===== src/hw/rss_pkg.sv =====
// Purpose: Shared constants and types for the reset source sequencer
// Assumes: 125 MHz core clock, 8-bit register port
// Notes:   Delay times are given in microseconds, cycle counts derived
package rss_pkg;

  // ----------------------------------------------------------------
  // Register map
  // ----------------------------------------------------------------
  localparam logic [3:0] ADDR_THRESH = 4'h0; // Brownout threshold register
  localparam logic [3:0] ADDR_CAUSE  = 4'h1; // Reset cause register
  localparam logic [3:0] ADDR_IRQ_ST = 4'h2; // Interrupt status
  localparam logic [3:0] ADDR_IRQ_MK = 4'h3; // Interrupt mask
  localparam logic [3:0] ADDR_WDT_ST = 4'h4; // Watchdog / powerdown flags

  // ----------------------------------------------------------------
  // Threshold codes and reset values
  // ----------------------------------------------------------------
  localparam logic [7:0] THR_2V10  = 8'h55;
  localparam logic [7:0] THR_2V55  = 8'h33;
  localparam logic [7:0] THR_3V15  = 8'h99;
  localparam logic [7:0] THR_3V80  = 8'hAA;
  localparam logic [7:0] THR_RESET = 8'h55;

  // Cause register field positions
  localparam int BIT_BROWNOUT = 2;
  localparam int BIT_THR_BAD  = 1;
  localparam int BIT_WDT_BAD  = 0;
  // Watchdog status field positions
  localparam int BIT_TIMEOUT  = 1;
  localparam int BIT_PDOWN    = 0;
  // Interrupt status positions
  localparam int IRQ_EXT = 0;
  localparam int IRQ_LVR = 1;
  localparam int IRQ_THR = 2;
  localparam int IRQ_WDT = 3;
  localparam int IRQ_WCB = 4;
  localparam int IRQ_W   = 5;

  // ----------------------------------------------------------------
  // Timing
  // ----------------------------------------------------------------
  localparam int CLK_MHZ          = 125;
  localparam int RESET_DELAY_US   = 50;  // reset_delay_time
  localparam int SOFT_DELAY_US    = 50;  // soft_reset_delay
  localparam int DEBOUNCE_US      = 10;  // brownout_debounce_time
  localparam int RESET_DELAY_CYC  = RESET_DELAY_US * CLK_MHZ;
  localparam int SOFT_DELAY_CYC   = SOFT_DELAY_US * CLK_MHZ;
  localparam int DEBOUNCE_CYC     = DEBOUNCE_US * CLK_MHZ;

  // Sequencer states
  typedef enum logic [1:0] {
    RSS_RUN  = 2'b00,
    RSS_HOLD = 2'b01,
    RSS_WAIT = 2'b10
  } rss_state_t;

  // Register port request
  typedef struct packed {
    logic       wr;
    logic       rd;
    logic [3:0] addr;
    logic [7:0] wdata;
  } rss_req_t;

endpackage


===== src/hw/rss_sequencer.sv =====
// Purpose: Collects reset sources and sequences the core reset
// Assumes: Inputs synchronous to clock; register port never waits
// Notes:   Threshold level and read data leave flip-flops
// Operation
// - Low reset pin fully resets, pc zero
// - Core held inactive while pin low
// - Startup delay after pin release
// - Brownout reset on while running, except in power down
// - Ignore low supply shorter than debounce
// - Four valid threshold codes decoded
// - Invalid code: soft delay reset, restore
// - Brownout reset keeps threshold register
// - Brownout flag set, software clears
// - Threshold corrupt flag set, software clears
// - Brownout disabled in power down
// - Cause bits 7..3 read zero
// - Running watchdog timeout acts like pin
// - Sleep timeout clears pc, sp only
// - Watchdog control corrupt flag, software clears
// - Sleep timeout sets timeout, powerdown flags
//
// The plain strobed port and the register offsets were left to the implementer.
`timescale 1ns/1ps
`default_nettype none
module rss_sequencer #(
  parameter int RESET_DELAY_CYC = rss_pkg::RESET_DELAY_CYC,
  parameter int SOFT_DELAY_CYC  = rss_pkg::SOFT_DELAY_CYC,
  parameter int DEBOUNCE_CYC    = rss_pkg::DEBOUNCE_CYC
) (
  // Clock and power-on reset
  input  wire logic       clock,
  input  wire logic       rst_n,
  // Reset sources
  input  wire logic       external_reset_pin_n,
  input  wire logic       supply_low,
  input  wire logic       wdt_overflow,
  input  wire logic       wdt_ctrl_corrupt,
  input  wire logic       sleep_mode,
  input  wire logic       powerdown_mode,
  // Register port
  input  wire logic [3:0] reg_addr,
  input  wire logic [7:0] reg_wdata,
  input  wire logic       reg_wr,
  input  wire logic       reg_rd,
  output logic      [7:0] reg_rdata,
  // Core controls
  output logic            core_reset,
  output logic            pc_sp_clear,
  output logic      [1:0] threshold_level,
  output logic            startup_timer_busy,
  output logic            irq
);

  // ----------------------------------------------------------------
  // Local signals
  // ----------------------------------------------------------------
  rss_pkg::rss_req_t    req;        // Bundled bus request
  rss_pkg::rss_state_t  state_r;    // Sequencer state
  rss_pkg::rss_state_t  state_nxt;  // Next state
  logic [7:0]  thresh_r;            // Threshold select register
  logic        thr_valid;           // Code is one of four
  logic [7:0]  thresh_nxt;          // Threshold register next value
  logic [1:0]  level_nxt;           // Decoded level of next value
  logic [31:0] deb_cnt_r;           // Low supply debounce counter
  logic        lvr_event;           // Debounced brownout
  logic        lvr_enable;          // Brownout monitor enabled
  logic [31:0] dly_cnt_r;           // Delay counter
  logic [31:0] dly_load;            // Delay load value
  logic        bad_pend_r;          // Invalid code pending reset
  logic [31:0] soft_cnt_r;          // Soft delay counter
  logic        soft_fire;           // Soft delay expired
  logic        wdt_run_evt;         // Running timeout
  logic        wdt_slp_evt;         // Sleep timeout
  logic [2:0]  cause_r;             // Cause flags
  logic [1:0]  wstat_r;             // Timeout / powerdown flags
  logic [5:0]  irq_st_r;            // Interrupt status
  logic [5:0]  irq_mk_r;            // Interrupt mask
  logic [5:0]  irq_ev;              // Interrupt events
  logic        wdt_bad_evt;         // Watchdog control corrupt event
  logic        ext_low;             // Pin asserted

  assign req = '{wr: reg_wr, rd: reg_rd, addr: reg_addr, wdata: reg_wdata};
  assign ext_low = !external_reset_pin_n;

  // ----------------------------------------------------------------
  // Threshold decode
  // ----------------------------------------------------------------
  // validity of held code
  // Any other byte means the register was disturbed
  always_comb
  begin
    thr_valid = 1'b0;
    case (thresh_r)
      rss_pkg::THR_2V10: thr_valid = 1'b1;
      rss_pkg::THR_2V55: thr_valid = 1'b1;
      rss_pkg::THR_3V15: thr_valid = 1'b1;
      rss_pkg::THR_3V80: thr_valid = 1'b1;
      default:           thr_valid = 1'b0;
    endcase
  end

  // Threshold next value; restore outranks a same-cycle write
  always_comb
  begin
    thresh_nxt = thresh_r;
    if (soft_fire)
      thresh_nxt = rss_pkg::THR_RESET;
    else if (req.wr && req.addr == rss_pkg::ADDR_THRESH)
      thresh_nxt = req.wdata;
  end

  // Threshold register; core reset does not touch it
  always_ff @(posedge clock or negedge rst_n)
  begin
    if (!rst_n)
      thresh_r <= rss_pkg::THR_RESET;
    else
      thresh_r <= thresh_nxt;
  end

  // level of the value being stored
  // Decoding the next value lets the level leave a flip-flop in the
  // same cycle as the register itself; a bad code keeps level 0
  always_comb
  begin
    level_nxt = 2'd0;
    case (thresh_nxt)
      rss_pkg::THR_2V10: level_nxt = 2'd0;
      rss_pkg::THR_2V55: level_nxt = 2'd1;
      rss_pkg::THR_3V15: level_nxt = 2'd2;
      rss_pkg::THR_3V80: level_nxt = 2'd3;
      default:           level_nxt = 2'd0;
    endcase
  end

  // Registered level output for the comparator
  always_ff @(posedge clock or negedge rst_n)
  begin
    if (!rst_n)
      threshold_level <= 2'd0;
    else
      threshold_level <= level_nxt;
  end

  // ----------------------------------------------------------------
  // Brownout debounce
  // ----------------------------------------------------------------
  // enabled unless powered down
  assign lvr_enable = !powerdown_mode;

  always_ff @(posedge clock or negedge rst_n)
  begin
    if (!rst_n)
      deb_cnt_r <= '0;
    else if (!supply_low || !lvr_enable)
      deb_cnt_r <= '0;
    else if (deb_cnt_r <= 32'(DEBOUNCE_CYC))
      deb_cnt_r <= deb_cnt_r + 32'd1;
  end
  // Fires once when the low state outlasts the debounce time
  assign lvr_event = lvr_enable && supply_low && (deb_cnt_r == 32'(DEBOUNCE_CYC));

  // ----------------------------------------------------------------
  // Invalid threshold soft reset delay
  // ----------------------------------------------------------------
  // count soft delay
  always_ff @(posedge clock or negedge rst_n)
  begin
    if (!rst_n)
    begin
      bad_pend_r <= 1'b0;
      soft_cnt_r <= '0;
    end
    else if (soft_fire)
    begin
      bad_pend_r <= 1'b0;
      soft_cnt_r <= '0;
    end
    else if (!thr_valid)
    begin
      bad_pend_r <= 1'b1;
      soft_cnt_r <= soft_cnt_r + 32'd1;
    end
    else
    begin
      // Rewritten to a valid code before expiry: abandon
      bad_pend_r <= 1'b0;
      soft_cnt_r <= '0;
    end
  end
  // Expiry counts only while the bad code is still held
  assign soft_fire = bad_pend_r && !thr_valid && (soft_cnt_r >= 32'(SOFT_DELAY_CYC));

  // ----------------------------------------------------------------
  // Watchdog event split
  // ----------------------------------------------------------------
  // running timeout
  assign wdt_run_evt = wdt_overflow && !sleep_mode;
  // sleep timeout, pc and sp only
  assign wdt_slp_evt = wdt_overflow && sleep_mode;
  assign pc_sp_clear = wdt_slp_evt;
  // Watchdog control corrupt pulse acts as a soft reset source
  assign wdt_bad_evt = wdt_ctrl_corrupt;

  // ----------------------------------------------------------------
  // Sequencer
  // ----------------------------------------------------------------
  // Next state; the pin outranks every internal source
  always_comb
  begin
    state_nxt = state_r;
    dly_load  = 32'(RESET_DELAY_CYC);
    case (state_r)
      rss_pkg::RSS_RUN:
      begin
        if (ext_low)
          state_nxt = rss_pkg::RSS_HOLD;
        else if (lvr_event || wdt_run_evt || soft_fire || wdt_bad_evt)
          state_nxt = rss_pkg::RSS_WAIT;
      end
      rss_pkg::RSS_HOLD:
      begin
        if (!ext_low)
          state_nxt = rss_pkg::RSS_WAIT;
      end
      rss_pkg::RSS_WAIT:
      begin
        if (ext_low)
          state_nxt = rss_pkg::RSS_HOLD;
        else if (dly_cnt_r <= 32'd1)
          state_nxt = rss_pkg::RSS_RUN;
      end
      default:
        state_nxt = rss_pkg::RSS_HOLD;
    endcase
    // Soft resets use the soft delay
    if (state_r == rss_pkg::RSS_RUN && (soft_fire || wdt_bad_evt))
      dly_load = 32'(SOFT_DELAY_CYC);
  end

  // State register; power-on starts with the startup delay
  always_ff @(posedge clock or negedge rst_n)
  begin
    if (!rst_n)
      state_r <= rss_pkg::RSS_WAIT;
    else
      state_r <= state_nxt;
  end

  always_ff @(posedge clock or negedge rst_n)
  begin
    if (!rst_n)
      dly_cnt_r <= 32'(RESET_DELAY_CYC);
    else if (state_r != rss_pkg::RSS_WAIT && state_nxt == rss_pkg::RSS_WAIT)
      dly_cnt_r <= dly_load;
    else if (state_r == rss_pkg::RSS_WAIT && dly_cnt_r != 32'd0)
      dly_cnt_r <= dly_cnt_r - 32'd1;
  end

  // Core reset while not running
  assign core_reset         = (state_r != rss_pkg::RSS_RUN);
  assign startup_timer_busy = (state_r == rss_pkg::RSS_WAIT);

  // ----------------------------------------------------------------
  // Cause flags: set wins over software clear
  // ----------------------------------------------------------------
  always_ff @(posedge clock or negedge rst_n)
  begin
    if (!rst_n)
      cause_r <= 3'b000;
    else
    begin
      if (req.wr && req.addr == rss_pkg::ADDR_CAUSE)
        cause_r <= req.wdata[2:0];
      if (lvr_event)
        cause_r[rss_pkg::BIT_BROWNOUT] <= 1'b1;
      if (!thr_valid)
        cause_r[rss_pkg::BIT_THR_BAD] <= 1'b1;
      if (wdt_bad_evt)
        cause_r[rss_pkg::BIT_WDT_BAD] <= 1'b1;
    end
  end

  // Timeout and powerdown flags; write zero clears
  always_ff @(posedge clock or negedge rst_n)
  begin
    if (!rst_n)
      wstat_r <= 2'b00;
    else
    begin
      if (req.wr && req.addr == rss_pkg::ADDR_WDT_ST)
        wstat_r <= req.wdata[1:0];
      if (wdt_overflow)
        wstat_r[rss_pkg::BIT_TIMEOUT] <= 1'b1;
      if (wdt_slp_evt)
        wstat_r[rss_pkg::BIT_PDOWN] <= 1'b1;
    end
  end

  // ----------------------------------------------------------------
  // Interrupts
  // ----------------------------------------------------------------
  // Event vector at the package's status positions; the top bit is spare
  always_comb
  begin
    irq_ev                   = '0;
    irq_ev[rss_pkg::IRQ_EXT] = ext_low;
    irq_ev[rss_pkg::IRQ_LVR] = lvr_event;
    irq_ev[rss_pkg::IRQ_THR] = soft_fire;
    irq_ev[rss_pkg::IRQ_WDT] = wdt_overflow;
    irq_ev[rss_pkg::IRQ_WCB] = wdt_bad_evt;
  end

  // Sticky status, write one clears, set wins
  always_ff @(posedge clock or negedge rst_n)
  begin
    if (!rst_n)
      irq_st_r <= '0;
    else if (req.wr && req.addr == rss_pkg::ADDR_IRQ_ST)
      irq_st_r <= (irq_st_r & ~req.wdata[5:0]) | irq_ev;
    else
      irq_st_r <= irq_st_r | irq_ev;
  end

  // Mask register, one enables
  always_ff @(posedge clock or negedge rst_n)
  begin
    if (!rst_n)
      irq_mk_r <= '0;
    else if (req.wr && req.addr == rss_pkg::ADDR_IRQ_MK)
      irq_mk_r <= req.wdata[5:0];
  end

  // Level output, high while any unmasked status bit is set
  assign irq = |(irq_st_r & irq_mk_r);

  // ----------------------------------------------------------------
  // Read data, one cycle after the strobe
  // ----------------------------------------------------------------
  always_ff @(posedge clock or negedge rst_n)
  begin
    if (!rst_n)
      reg_rdata <= 8'h00;
    else if (req.rd)
    begin
      case (req.addr)
        rss_pkg::ADDR_THRESH: reg_rdata <= thresh_r;
        rss_pkg::ADDR_CAUSE:  reg_rdata <= {5'b00000, cause_r};
        rss_pkg::ADDR_IRQ_ST: reg_rdata <= {2'b00, irq_st_r};
        rss_pkg::ADDR_IRQ_MK: reg_rdata <= {2'b00, irq_mk_r};
        rss_pkg::ADDR_WDT_ST: reg_rdata <= {6'b000000, wstat_r};
        default:              reg_rdata <= 8'h00;
      endcase
    end
    else
      reg_rdata <= 8'h00;
  end

endmodule
`default_nettype wire


===== config.mk =====
export PLATFORM = sky130hd
export DESIGN_NAME = rss_sequencer
export DESIGN_NICKNAME = d
export VERILOG_FILES = /design/src/hw/rss_pkg.sv /design/src/hw/rss_sequencer.sv
export SDC_FILE = /design/constraint.sdc
export NUM_CORES = 1
export LEC_CHECK = 0
export ABC_CLOCK_PERIOD_IN_PS = 3700
export BUFFER_PORTS_ARGS = -buffer_cell sky130_fd_sc_hd__buf_4
export CAP_MARGIN = 15
export CELL_PAD_IN_SITES_DETAIL_PLACEMENT = 1
export CELL_PAD_IN_SITES_GLOBAL_PLACEMENT = 1
export CORE_MARGIN = 5
export CORE_UTILIZATION = 24
export CTS_BUF_LIST = sky130_fd_sc_hd__clkbuf_8
export CTS_CLUSTER_DIAMETER = 30
export DETAILED_ROUTE_END_ITERATION = 8
export GPL_ROUTABILITY_DRIVEN = 0
export HOLD_SLACK_MARGIN = 0.03
export MAX_ROUTING_LAYER = met4
export PLACE_DENSITY_LB_ADDON = 0.1
export RECOVER_POWER = 50
export SYNTH_ARGS = -nofsm -noshare
export SYNTH_HDL_FRONTEND = slang
export SYNTH_SLANG_ARGS = --single-unit

===== constraint.sdc =====
create_clock -name clock -period 3.7 [get_ports clock]
set_input_delay 0.185 -clock clock [delete_from_list [all_inputs] [get_ports clock]]
set_output_delay 0.185 -clock clock [all_outputs]
set_load 0.02 [all_outputs]

# After elaboration in Yosys (flattened, before gate mapping)
# Index checks and enable logic that the tools add are counted.
# Widths: inputs -> output; s select.
# classes
n_addsub	3
order_cmp	3
n_eq_ne	17
muxes	28
bitwise_logic	5
reduce_logical	34
# op_table
operator	n
$mux 32	6
$add 32x1->32 const B	2
$pmux 8 s5	1
$eq 32x11->1 const B	1
$eq 8x8->1 const B	4
$ge 32x13->1 const B	1
$le 32x1->1 const B	1
$le 32x11->1 const B	1
$reduce_bool 32->1	1
$sub 32x1->32 const B	1
$mux 8	3
$eq 8x6->1 const B	2
$reduce_bool 2->1	7
$logic_and 1x1->1	13
$and 6x6->6	2
$mux 2	6
$or 6x5->6	2
$pmux 2 s3	2
$eq 4x2->1 const B	2
$eq 8x7->1 const B	1
$mux 1	8
$mux 6	1
$not 6->6	1
$reduce_or 6->1	1
other kinds (12)	20
# word_totals
register_bits	134
in_bits	22
output_inout_bits	14
elab_cells	105

# Depth between registers and ports, before layout
# Gate-level depths: netlist of the first run.
# depth
word_depth	14
mapped_depth	9
mapped_depth_nobuf	7

# Least setup slack after synthesis of the first run
# No wires, ideal clock.
# synth_timing
kind	reg-to-reg
start	register dly_cnt_r[18]
end	register dly_cnt_r[3]
setup_time_ns	0.094
t_arrival_ns	2.689
required_ns	3.606
path_slack_ns	0.916
stages_incl_launch_ff	8
path_buffers	2
period_less_slack_ns	2.784
path_cell_list	dfrtp_1 -> or4_1 -> buf_2 -> or4_4 -> buf_6 -> o41ai_4 -> nor3_1 -> or4_1
# synth_via
elab_chain_cells	7
elab_cells_between_ends	10
cone_classes	order compare: 1; eq/ne: 1; mux: 4; reduce/logical: 4
# synth_rtl
element	line	text
start: declaration	rss_sequencer.sv:67	logic [31:0] dly_cnt_r;
start signal: assignment	rss_sequencer.sv:253	dly_cnt_r <= 32'(RESET_DELAY_CYC);
start signal: assignment	rss_sequencer.sv:255	dly_cnt_r <= dly_load;
start signal: assignment	rss_sequencer.sv:257	dly_cnt_r <= dly_cnt_r - 32'd1;
$le 32x1->1	rss_sequencer.sv:230	else if (dly_cnt_r <= 32'd1)
$mux 2	rss_sequencer.sv:230	
$mux 2	rss_sequencer.sv:228	if (ext_low)
$pmux 2 s3	rss_sequencer.sv:213	case (state_r)
$eq 2x2->1	rss_sequencer.sv:254	else if (state_r != rss_pkg::RSS_WAIT && state_nxt == rss_pkg::RSS_WAIT)
$logic_and 1x1->1	rss_sequencer.sv:254	
$mux 32 or $reduce_bool 2->1 (tied branches)	--	
# Several ways; a longest one is shown, not always the timed one.
# A chain may end at the register's enable or synchronous reset.

# Worst setup path in the final report of the first run
# layout_timing
start	register dly_cnt_r[18]
end	register dly_cnt_r[23]
# Same word-level chain as after synthesis.

==> run metrics, run 1 <==
Slew @ Worst Pin=2.39 ns; Synth Area per Inst=9.95 sq um; routed vias=5337; Fin. Hold Viols=0; Int Power=2.49 mW; vias per cell=4.77; final worst setup slack=0.556 ns; Sequential Power Share=48.7%; Area contributors post-synth=dfrtp_1 (45%), dfstp_2 (4.3%), nor2_1 (4.0%); Post-DP Area=7500 sq um; Synth Area in Adders=1.10%; clock buffer depth=2; Layout area overhead=17.9%; combinational power share=11.5%; Setup Buffers After CTS=0; Die Wd=178 um; Die Y=178 um; Pwr per Cell Area=427 nW/um^2; number of global-route vias before repair=5577; initial antenna violation count=0; H-tree depth=4; die area=31800 sq um; critical path startpoint category=flop; clock sinks=134; clock latency on the worst-skew pair=0.44 ns; top cell type's share of synthesized area=45.3%; Synthesis Warnings=0; HP Class=primary input to flop; Mapped Cells=683; critical hold path startpoint=reg_addr[3]; skew final=0.0168 ns; FF-to-FF setup slack=0.56 ns; most common cell in the synthesized netlist=dfrtp_1; Antenna Nets Post-Route=0; Tcrit/Tclk final=85.0%; TNS Setup=0 ns; synth unique cells=63; status=finished with violations; worst rel slew slack=-59.4%; fmax=0.318 GHz; Final min period=3.14 ns; Ports=36; Sw Ratio=27.2%; total grt overflow=0; EDFF count, synth=0; Initial Util=24.4%; TritonCTS buffer count=17; post-detail-place hpwl=12400 um; critical setup path kind=flop to flop; Place WS=0.539 ns; leading area contributor after synthesis=dfrtp_1; asr flop ratio synth=100%; Rows=61; CTS tree=yes; simple-gate share of the synthesized area=25.1%; failing checks=capacitance limit, slew limit; initial detailed-routing violation count=275; Post-CTS Resized=0; commonest register cell after synthesis=dfrtp_1; Routed WL per cell=16.1 um; DRC violations left=0; Post-Route WL=18000 um; ratio of cells with drive above 1 in the final layout=12.8%; FF-to-FF End=dly_cnt_r[23]$_DFFE_PN0P_; count of input and output buffers=35; RSZ-0062 raised after global routing=no; Hold EP=reg_rdata[0]$_DFF_PN0_; clock-pin slew on the worst setup and hold paths=0.08 ns; Yosys reg bits=134; largest family of logic cells by synthesized area=simple AND/OR/NAND/NOR gates; Synth Cell Area=6800 sq um; FF-to-FF path depth=5; first-pass GRT wire length=30200 um; CP Capture Type=flop; Final setup viols=0; Root Buffer=clkbuf_8; max-slew violation count=92; peak supply drop=213 uV; arrival time of the worst setup path=3.49 ns; most frequent cells after synthesis=dfrtp_1 (123), nor2_1 (72), nand2_1 (51); maximum fanout along the worst path=20; final instance area=8010 sq um; clock share of power=39.8%; Syn Nets=711; Fill cells=3178; leak pwr=3.41 nW; worst r2r src=dly_cnt_r[18]$_DFFE_PN0P_; compound-cell area share of the yosys netlist=11.5%; Required @ worst endpoint=4.05 ns; Nets=756; multiplexer share of the synthesized area=4.60%; Antenna Cells=0; area share of xor/xnor cells in the synthesized design=5.28%; largest net degree at the start of global routing=92; DR pass1 iterations=4; total of max-cap violations=1; Post-Route Utilization=28.8%; Design Power=3.42 mW; Overall Global Routing Usage=12.1%; switching pwr=0.931 mW; sequential-to-total area share from yosys stat=49.5%; hold depth=3; core area=27900 sq um
## per-layer routing
metal,vias to the layer above,GRT usage (%),wire length [um]
met4,0,2.94,160
li1,2581,-,-
met3,10,2.73,597
met5,-,-,0
met1,2685,16.3,8850
met2,61,18.8,8390
## per-stage QoR
step | hold slack (ns) | cells
after floorplan | -0.111 | 683
after global placement | 0.320 | 1075
after detailed placement | 0.348 | 1075
after CTS | 0.0361 | 1118
after global routing | 0.0459 | 1118
final | 0.0705 | 1118
## registers in the layout (all words and copies together) (netlist names), 3 cells and up
name	cells
reg_rdata	8
thresh_r	8
soft_cnt_r	32
irq_st_r	6
irq_mk_r	6
deb_cnt_r	32
dly_cnt_r	32
cause_r	3
## placed cells by master (no fill, tap or decap), drive strengths merged, types with 5 or more instances in the layout
cell         instances
xor2                22
and4                 5
or4                 15
clkinv               7
a211oi              14
xnor2               19
buf                 34
and2                24
nor3                35
nand2               51
clkbuf              31
o21ai               18
and3                 7
nand3               17
nor4                21
ha                   6
a41o                 5
dlygate4sd3         12
a21oi               12
a31oi               11
inv                 16
or3                 19
or2                  5
nand4               16
dfstp               11
nor2                72
dfrtp              123
o31ai                9
mux2i               20
nand3b               7
nand2b               8
mux2                 8
## kinds of logic (layout without fill, tap and decap cells)
family          after synthesis  count (layout)
compound gates              107             107
fa+ha+maj                     6               6
xor+xnor                     41              41
simple gates                318             318
flops                       134             134
buf+inv                      48             105
mux                          29              29
## area by class of cell
type	instances	area [sq um]	area share (%)
clock inverter	12	178	2.22
sequential	134	3370	42.0
clock buffer	19	262	3.26
inverter	16	60.1	0.750
multi-input combinational	501	3250	40.6
timing repair buffer	58	422	5.26
tap	378	473	5.90
## worst max-delay path by stage
stage / startpoint / endpoint / slack, ns / cells after the start
6_report: dly_cnt_r[18]$_DFFE_PN0P_ / dly_cnt_r[23]$_DFFE_PN0P_ / 0.56 / 5
5_1_grt: dly_cnt_r[18]$_DFFE_PN0P_ / dly_cnt_r[17]$_DFFE_PN0P_ / 0.38 / 5
3_3_place_gp: dly_cnt_r[18]$_DFFE_PN0P_ / dly_cnt_r[3]$_DFFE_PN1P_ / 0.68 / 5
4_1_cts: dly_cnt_r[18]$_DFFE_PN0P_ / dly_cnt_r[17]$_DFFE_PN0P_ / 0.53 / 5
3_5_place_dp: dly_cnt_r[18]$_DFFE_PN0P_ / dly_cnt_r[23]$_DFFE_PN0P_ / 0.54 / 5
2_1_floorplan: dly_cnt_r[18]$_DFFE_PN0P_ / dly_cnt_r[3]$_DFFE_PN1P_ / 0.92 / 7
## power groups by stage
| stage | clock network (mW) | registers, mW | logic, mW |
|---|---|---|---|
| 6_report | 1.36 | 1.67 | 0.395 |
| 5_1_grt | 1.50 | 1.68 | 0.455 |
| 4_1_cts | 1.43 | 1.67 | 0.411 |
| 3_5_place_dp | 0 | 1.70 | 0.400 |
| 3_3_place_gp | 0 | 1.70 | 0.383 |
| 2_1_floorplan | 0 | 1.66 | 0.248 |
## worst max-delay path, stage by stage (launching register included)
cell and delay, ns:
dfrtp_1 0.41, or4_1 0.72, or4_4 0.69, o211ai_1 0.79, o21ai_0 0.22, a211oi_1 0.23
## repair_timing
item                       in CTS  in global routing
hold endpoints to repair      107                  0
setup endpoints to repair       0                  0
hold buffers                   12                  0
(Power assumes the default switching activity.)
==> run 2: changes to the inputs <==
--- a/config.mk
+++ b/config.mk
@@ -5,7 +5,8 @@
 export SDC_FILE = /design/constraint.sdc
 export NUM_CORES = 1
 export LEC_CHECK = 0
-export ABC_CLOCK_PERIOD_IN_PS = 3700
+export ABC_AREA = 1
+export ABC_CLOCK_PERIOD_IN_PS = 3050
 export BUFFER_PORTS_ARGS = -buffer_cell sky130_fd_sc_hd__buf_4
 export CAP_MARGIN = 15
 export CELL_PAD_IN_SITES_DETAIL_PLACEMENT = 1
==> constraint.sdc (replaced) <==
create_clock -name clock -period 3.05 [get_ports clock]
set_input_delay 0.1525 -clock clock [delete_from_list [all_inputs] [get_ports clock]]
set_output_delay 0.1525 -clock clock [all_outputs]
set_load 0.02 [all_outputs]
==> run metrics, run 2 <==
count of input and output buffers=35 (unchanged); first-pass GRT wire length=34300 um (was 30200 um); FF-to-FF End=dly_cnt_r[27]$_DFFE_PN0P_ (was dly_cnt_r[23]$_DFFE_PN0P_); asr flop ratio synth=100% (unchanged); RSZ-0062 raised after global routing=no (unchanged); Min Hold Slack=0.0835 ns (was 0.0705 ns); Antenna Cells=0 (unchanged); DRC violations left=0 (unchanged); top cell type's share of synthesized area=42.7% (was 45.3%); H-tree depth=4 (unchanged); core area=29600 sq um (was 27900 sq um); maximum fanout along the worst path=34 (was 20); skew final=0.0169 ns (was 0.0168 ns); Slew @ Worst Pin=2.31 ns (was 2.39 ns); TNS Setup=0 ns (unchanged); failing checks=capacitance limit, slew limit (unchanged); Fill cells=3699 (was 3178); initial detailed-routing violation count=264 (was 275); sequential-to-total area share from yosys stat=46.7% (was 49.5%); FF-to-FF path depth=12 (was 5); number of global-route vias before repair=6614 (was 5577); Layout area overhead=16.6% (was 17.9%); Syn Nets=989 (was 711); vias per cell=4.35 (was 4.77); clock-pin slew on the worst setup and hold paths=0.10 ns (was 0.08 ns); clock buffer depth=2 (unchanged); Post-Route Utilization=28.4% (was 28.8%); CTS tree=yes (unchanged); Hold EP=irq_mk_r[2]$_DFFE_PN0P_ (was reg_rdata[0]$_DFF_PN0_); die area=33600 sq um (was 31800 sq um); max-slew violation count=99 (was 92); synth unique cells=43 (was 63); arrival time of the worst setup path=2.89 ns (was 3.49 ns); Die Y=183 um (was 178 um); Place WS=0.442 ns (was 0.539 ns); worst r2r src=dly_cnt_r[1]$_DFFE_PN1P_ (was dly_cnt_r[18]$_DFFE_PN0P_); hold depth=3 (unchanged); Synth Area per Inst=7.50 sq um (was 9.95 sq um); Post-CTS Resized=0 (unchanged); Tcrit/Tclk final=83.1% (was 85.0%); status=finished with violations (unchanged); Area contributors post-synth=dfrtp_1 (43%), nand2_1 (9.6%), nor2_1 (9.2%) (was dfrtp_1 (45%), dfstp_2 (4.3%), nor2_1 (4.0%)); Die Wd=183 um (was 178 um); Mapped Cells=961 (was 683); commonest non-fill, non-tap cell in the layout=nand2_1 (was dfrtp_1); leading area contributor after synthesis=dfrtp_1 (unchanged); Final min period=2.54 ns (was 3.14 ns); critical hold path startpoint=reg_wdata[2] (was reg_addr[3]); EDFF count, synth=0 (unchanged); Final setup viols=0 (unchanged); total of max-cap violations=1 (unchanged); most common cell in the synthesized netlist=nand2_1 (was dfrtp_1); total grt overflow=0 (unchanged); HP Class=primary input to flop (unchanged); Rows=63 (was 61); Overall Global Routing Usage=13.0% (was 12.1%); clock sinks=134 (unchanged); DR pass1 iterations=4 (unchanged); Antenna Nets Post-Route=0 (unchanged); Initial Util=24.3% (was 24.4%); biggest regs=deb_cnt_r x32, dly_cnt_r x32, soft_cnt_r x32 (unchanged); critical setup path kind=flop to flop (unchanged); Nets=1052 (was 756); FF-to-FF setup slack=0.51 ns (was 0.56 ns); critical path startpoint category=flop (unchanged); leak pwr=4.17 nW (was 3.41 nW); clock latency on the worst-skew pair=0.46 ns (was 0.44 ns); routed vias=6206 (was 5337); commonest register cell after synthesis=dfrtp_1 (unchanged); worst rel slew slack=-54.1% (was -59.4%); Root Buffer=clkbuf_8 (unchanged); Synth Cell Area=7210 sq um (was 6800 sq um); most frequent cells in the layout=nand2_1 (185), nor2_1 (177), inv_1 (155), dfrtp_1 (123), nand3_1 (61) (was dfrtp_1 (123), nor2_1 (72), nand2_1 (51), nor3_1 (35), buf_4 (34)); largest net degree at the start of global routing=99 (was 92); TritonCTS buffer count=17 (unchanged); final worst setup slack=0.514 ns (was 0.556 ns); Post-Route WL=20200 um (was 18000 um); CP Capture Type=flop (unchanged); most frequent cells after synthesis=nand2_1 (185), nor2_1 (177), inv_1 (155) (was dfrtp_1 (123), nor2_1 (72), nand2_1 (51)); peak supply drop=201 uV (was 213 uV); Pwr per Cell Area=495 nW/um^2 (was 427 nW/um^2); fmax=0.394 GHz (was 0.318 GHz); Yosys reg bits=134 (unchanged); Required @ worst endpoint=3.40 ns (was 4.05 ns); post-detail-place hpwl=14900 um (was 12400 um); Synthesis Warnings=0 (unchanged); Fin. Hold Viols=0 (unchanged); ratio of cells with drive above 1 in the final layout=11.6% (was 12.8%); Routed WL per cell=14.1 um (was 16.1 um); Ports=36 (unchanged); initial antenna violation count=0 (unchanged)
-- run 2: cell types whose count changed in the layout (fill, tap and decap cells not counted), sizes merged, moves of 16 or more --
cell,change
or3,-19
nand3,+46
nor4,-16
inv,+174
nor2,+117
mux2i,-20
and2,-24
nand2,+141
o21ai,+23
-- run 2: worst max-delay path, stage by stage, from the launching register on --
cell and delay [ns]:
dfstp_2 0.55, inv_1 0.05, ha_1 0.22, nand2_2 0.12, nor2_4 0.05, nand2_2 0.09, nor2_4 0.05, nor2_4 0.08
nand2_2 0.07, a21oi_2 0.16, nand3_2 0.59, nand3_1 0.33, inv_2 0.04
-- run 2: kinds of logic after synthesis --
| group | count (synthesis) | synth area share, % |
|---|---|---|
| flip-flops | 134 | 46.7 |
| adder cells (fa/ha/maj) | 6 | 1.04 |
| XOR/XNOR | 32 | 3.89 |
| AND/OR/NAND/NOR | 510 | 30.9 |
| buffers and inverters | 190 | 10.3 |
| AO/OA/AOI/OAI | 89 | 7.10 |
-- run 2: layer usage --
layer / vias to the layer above / track usage [%] / part of all wire, %
met5: - / - / 0
met3: 9 / 2.42 / 2.1
met4: 0 / 3.22 / 1.0
li1: 3124 / - / -
met2: 48 / 21.0 / 48
met1: 3025 / 16.9 / 49
-- run 2: cell type report --
class                           count  area (sq um)  share of cell area [%]
Clock buffer                       17           234                    2.78
Clock inverter                     15           145                    1.73
Inverter                          176           661                    7.86
Multi-Input combinational cell    637          3100                    36.8
Sequential cell                   134          3370                    40.0
Tap cell                          390           488                    5.80
Timing Repair Buffer               58           418                    4.97
-- run 2: worst max-delay path by stage --
stage | startpoint | endpoint | slack (ns) | cells after the start
floorplan | state_r[1]$_DFF_PN1_ | dly_cnt_r[28]$_DFFE_PN0P_ | 1.07 | 10
finish | dly_cnt_r[1]$_DFFE_PN1P_ | dly_cnt_r[27]$_DFFE_PN0P_ | 0.51 | 12
CTS | dly_cnt_r[1]$_DFFE_PN1P_ | dly_cnt_r[27]$_DFFE_PN0P_ | 0.42 | 12
global route | rst_n | soft_cnt_r[7]$_DFF_PN0_ | 0.15 | 3
global placement | thresh_r[0]$_DFF_PN1_ | dly_cnt_r[27]$_DFFE_PN0P_ | 0.49 | 11
detailed placement | dly_cnt_r[1]$_DFFE_PN1P_ | dly_cnt_r[27]$_DFFE_PN0P_ | 0.44 | 12
-- run 2: per-stage QoR --
| stage | std cells | total power [mW] | area (sq um) |
|---|---|---|---|
| 6_report | 1427 | 4.17 | 8410 |
| 5_1_grt | 1427 | 4.47 | 8410 |
| 4_1_cts | 1427 | 4.30 | 8470 |
| 3_5_place_dp | 1380 | 2.71 | 7940 |
| 3_3_place_gp | 1380 | 2.70 | 7940 |
| 2_1_floorplan | 961 | 2.46 | 7210 |
-- run 2: report_power, final --
group	total, mW	switching, mW	internal [mW]
Sequential	2.03	0.123	1.91
Combinational	0.621	0.408	0.213
Clock	1.51	0.894	0.616
Total	4.17	1.43	2.74
-- run 2: timing repair --
item,CTS,global route
setup buffers,0,0
hold endpoints to repair,106,0
hold buffers,15,0
endpoints found under the setup margin,0,0
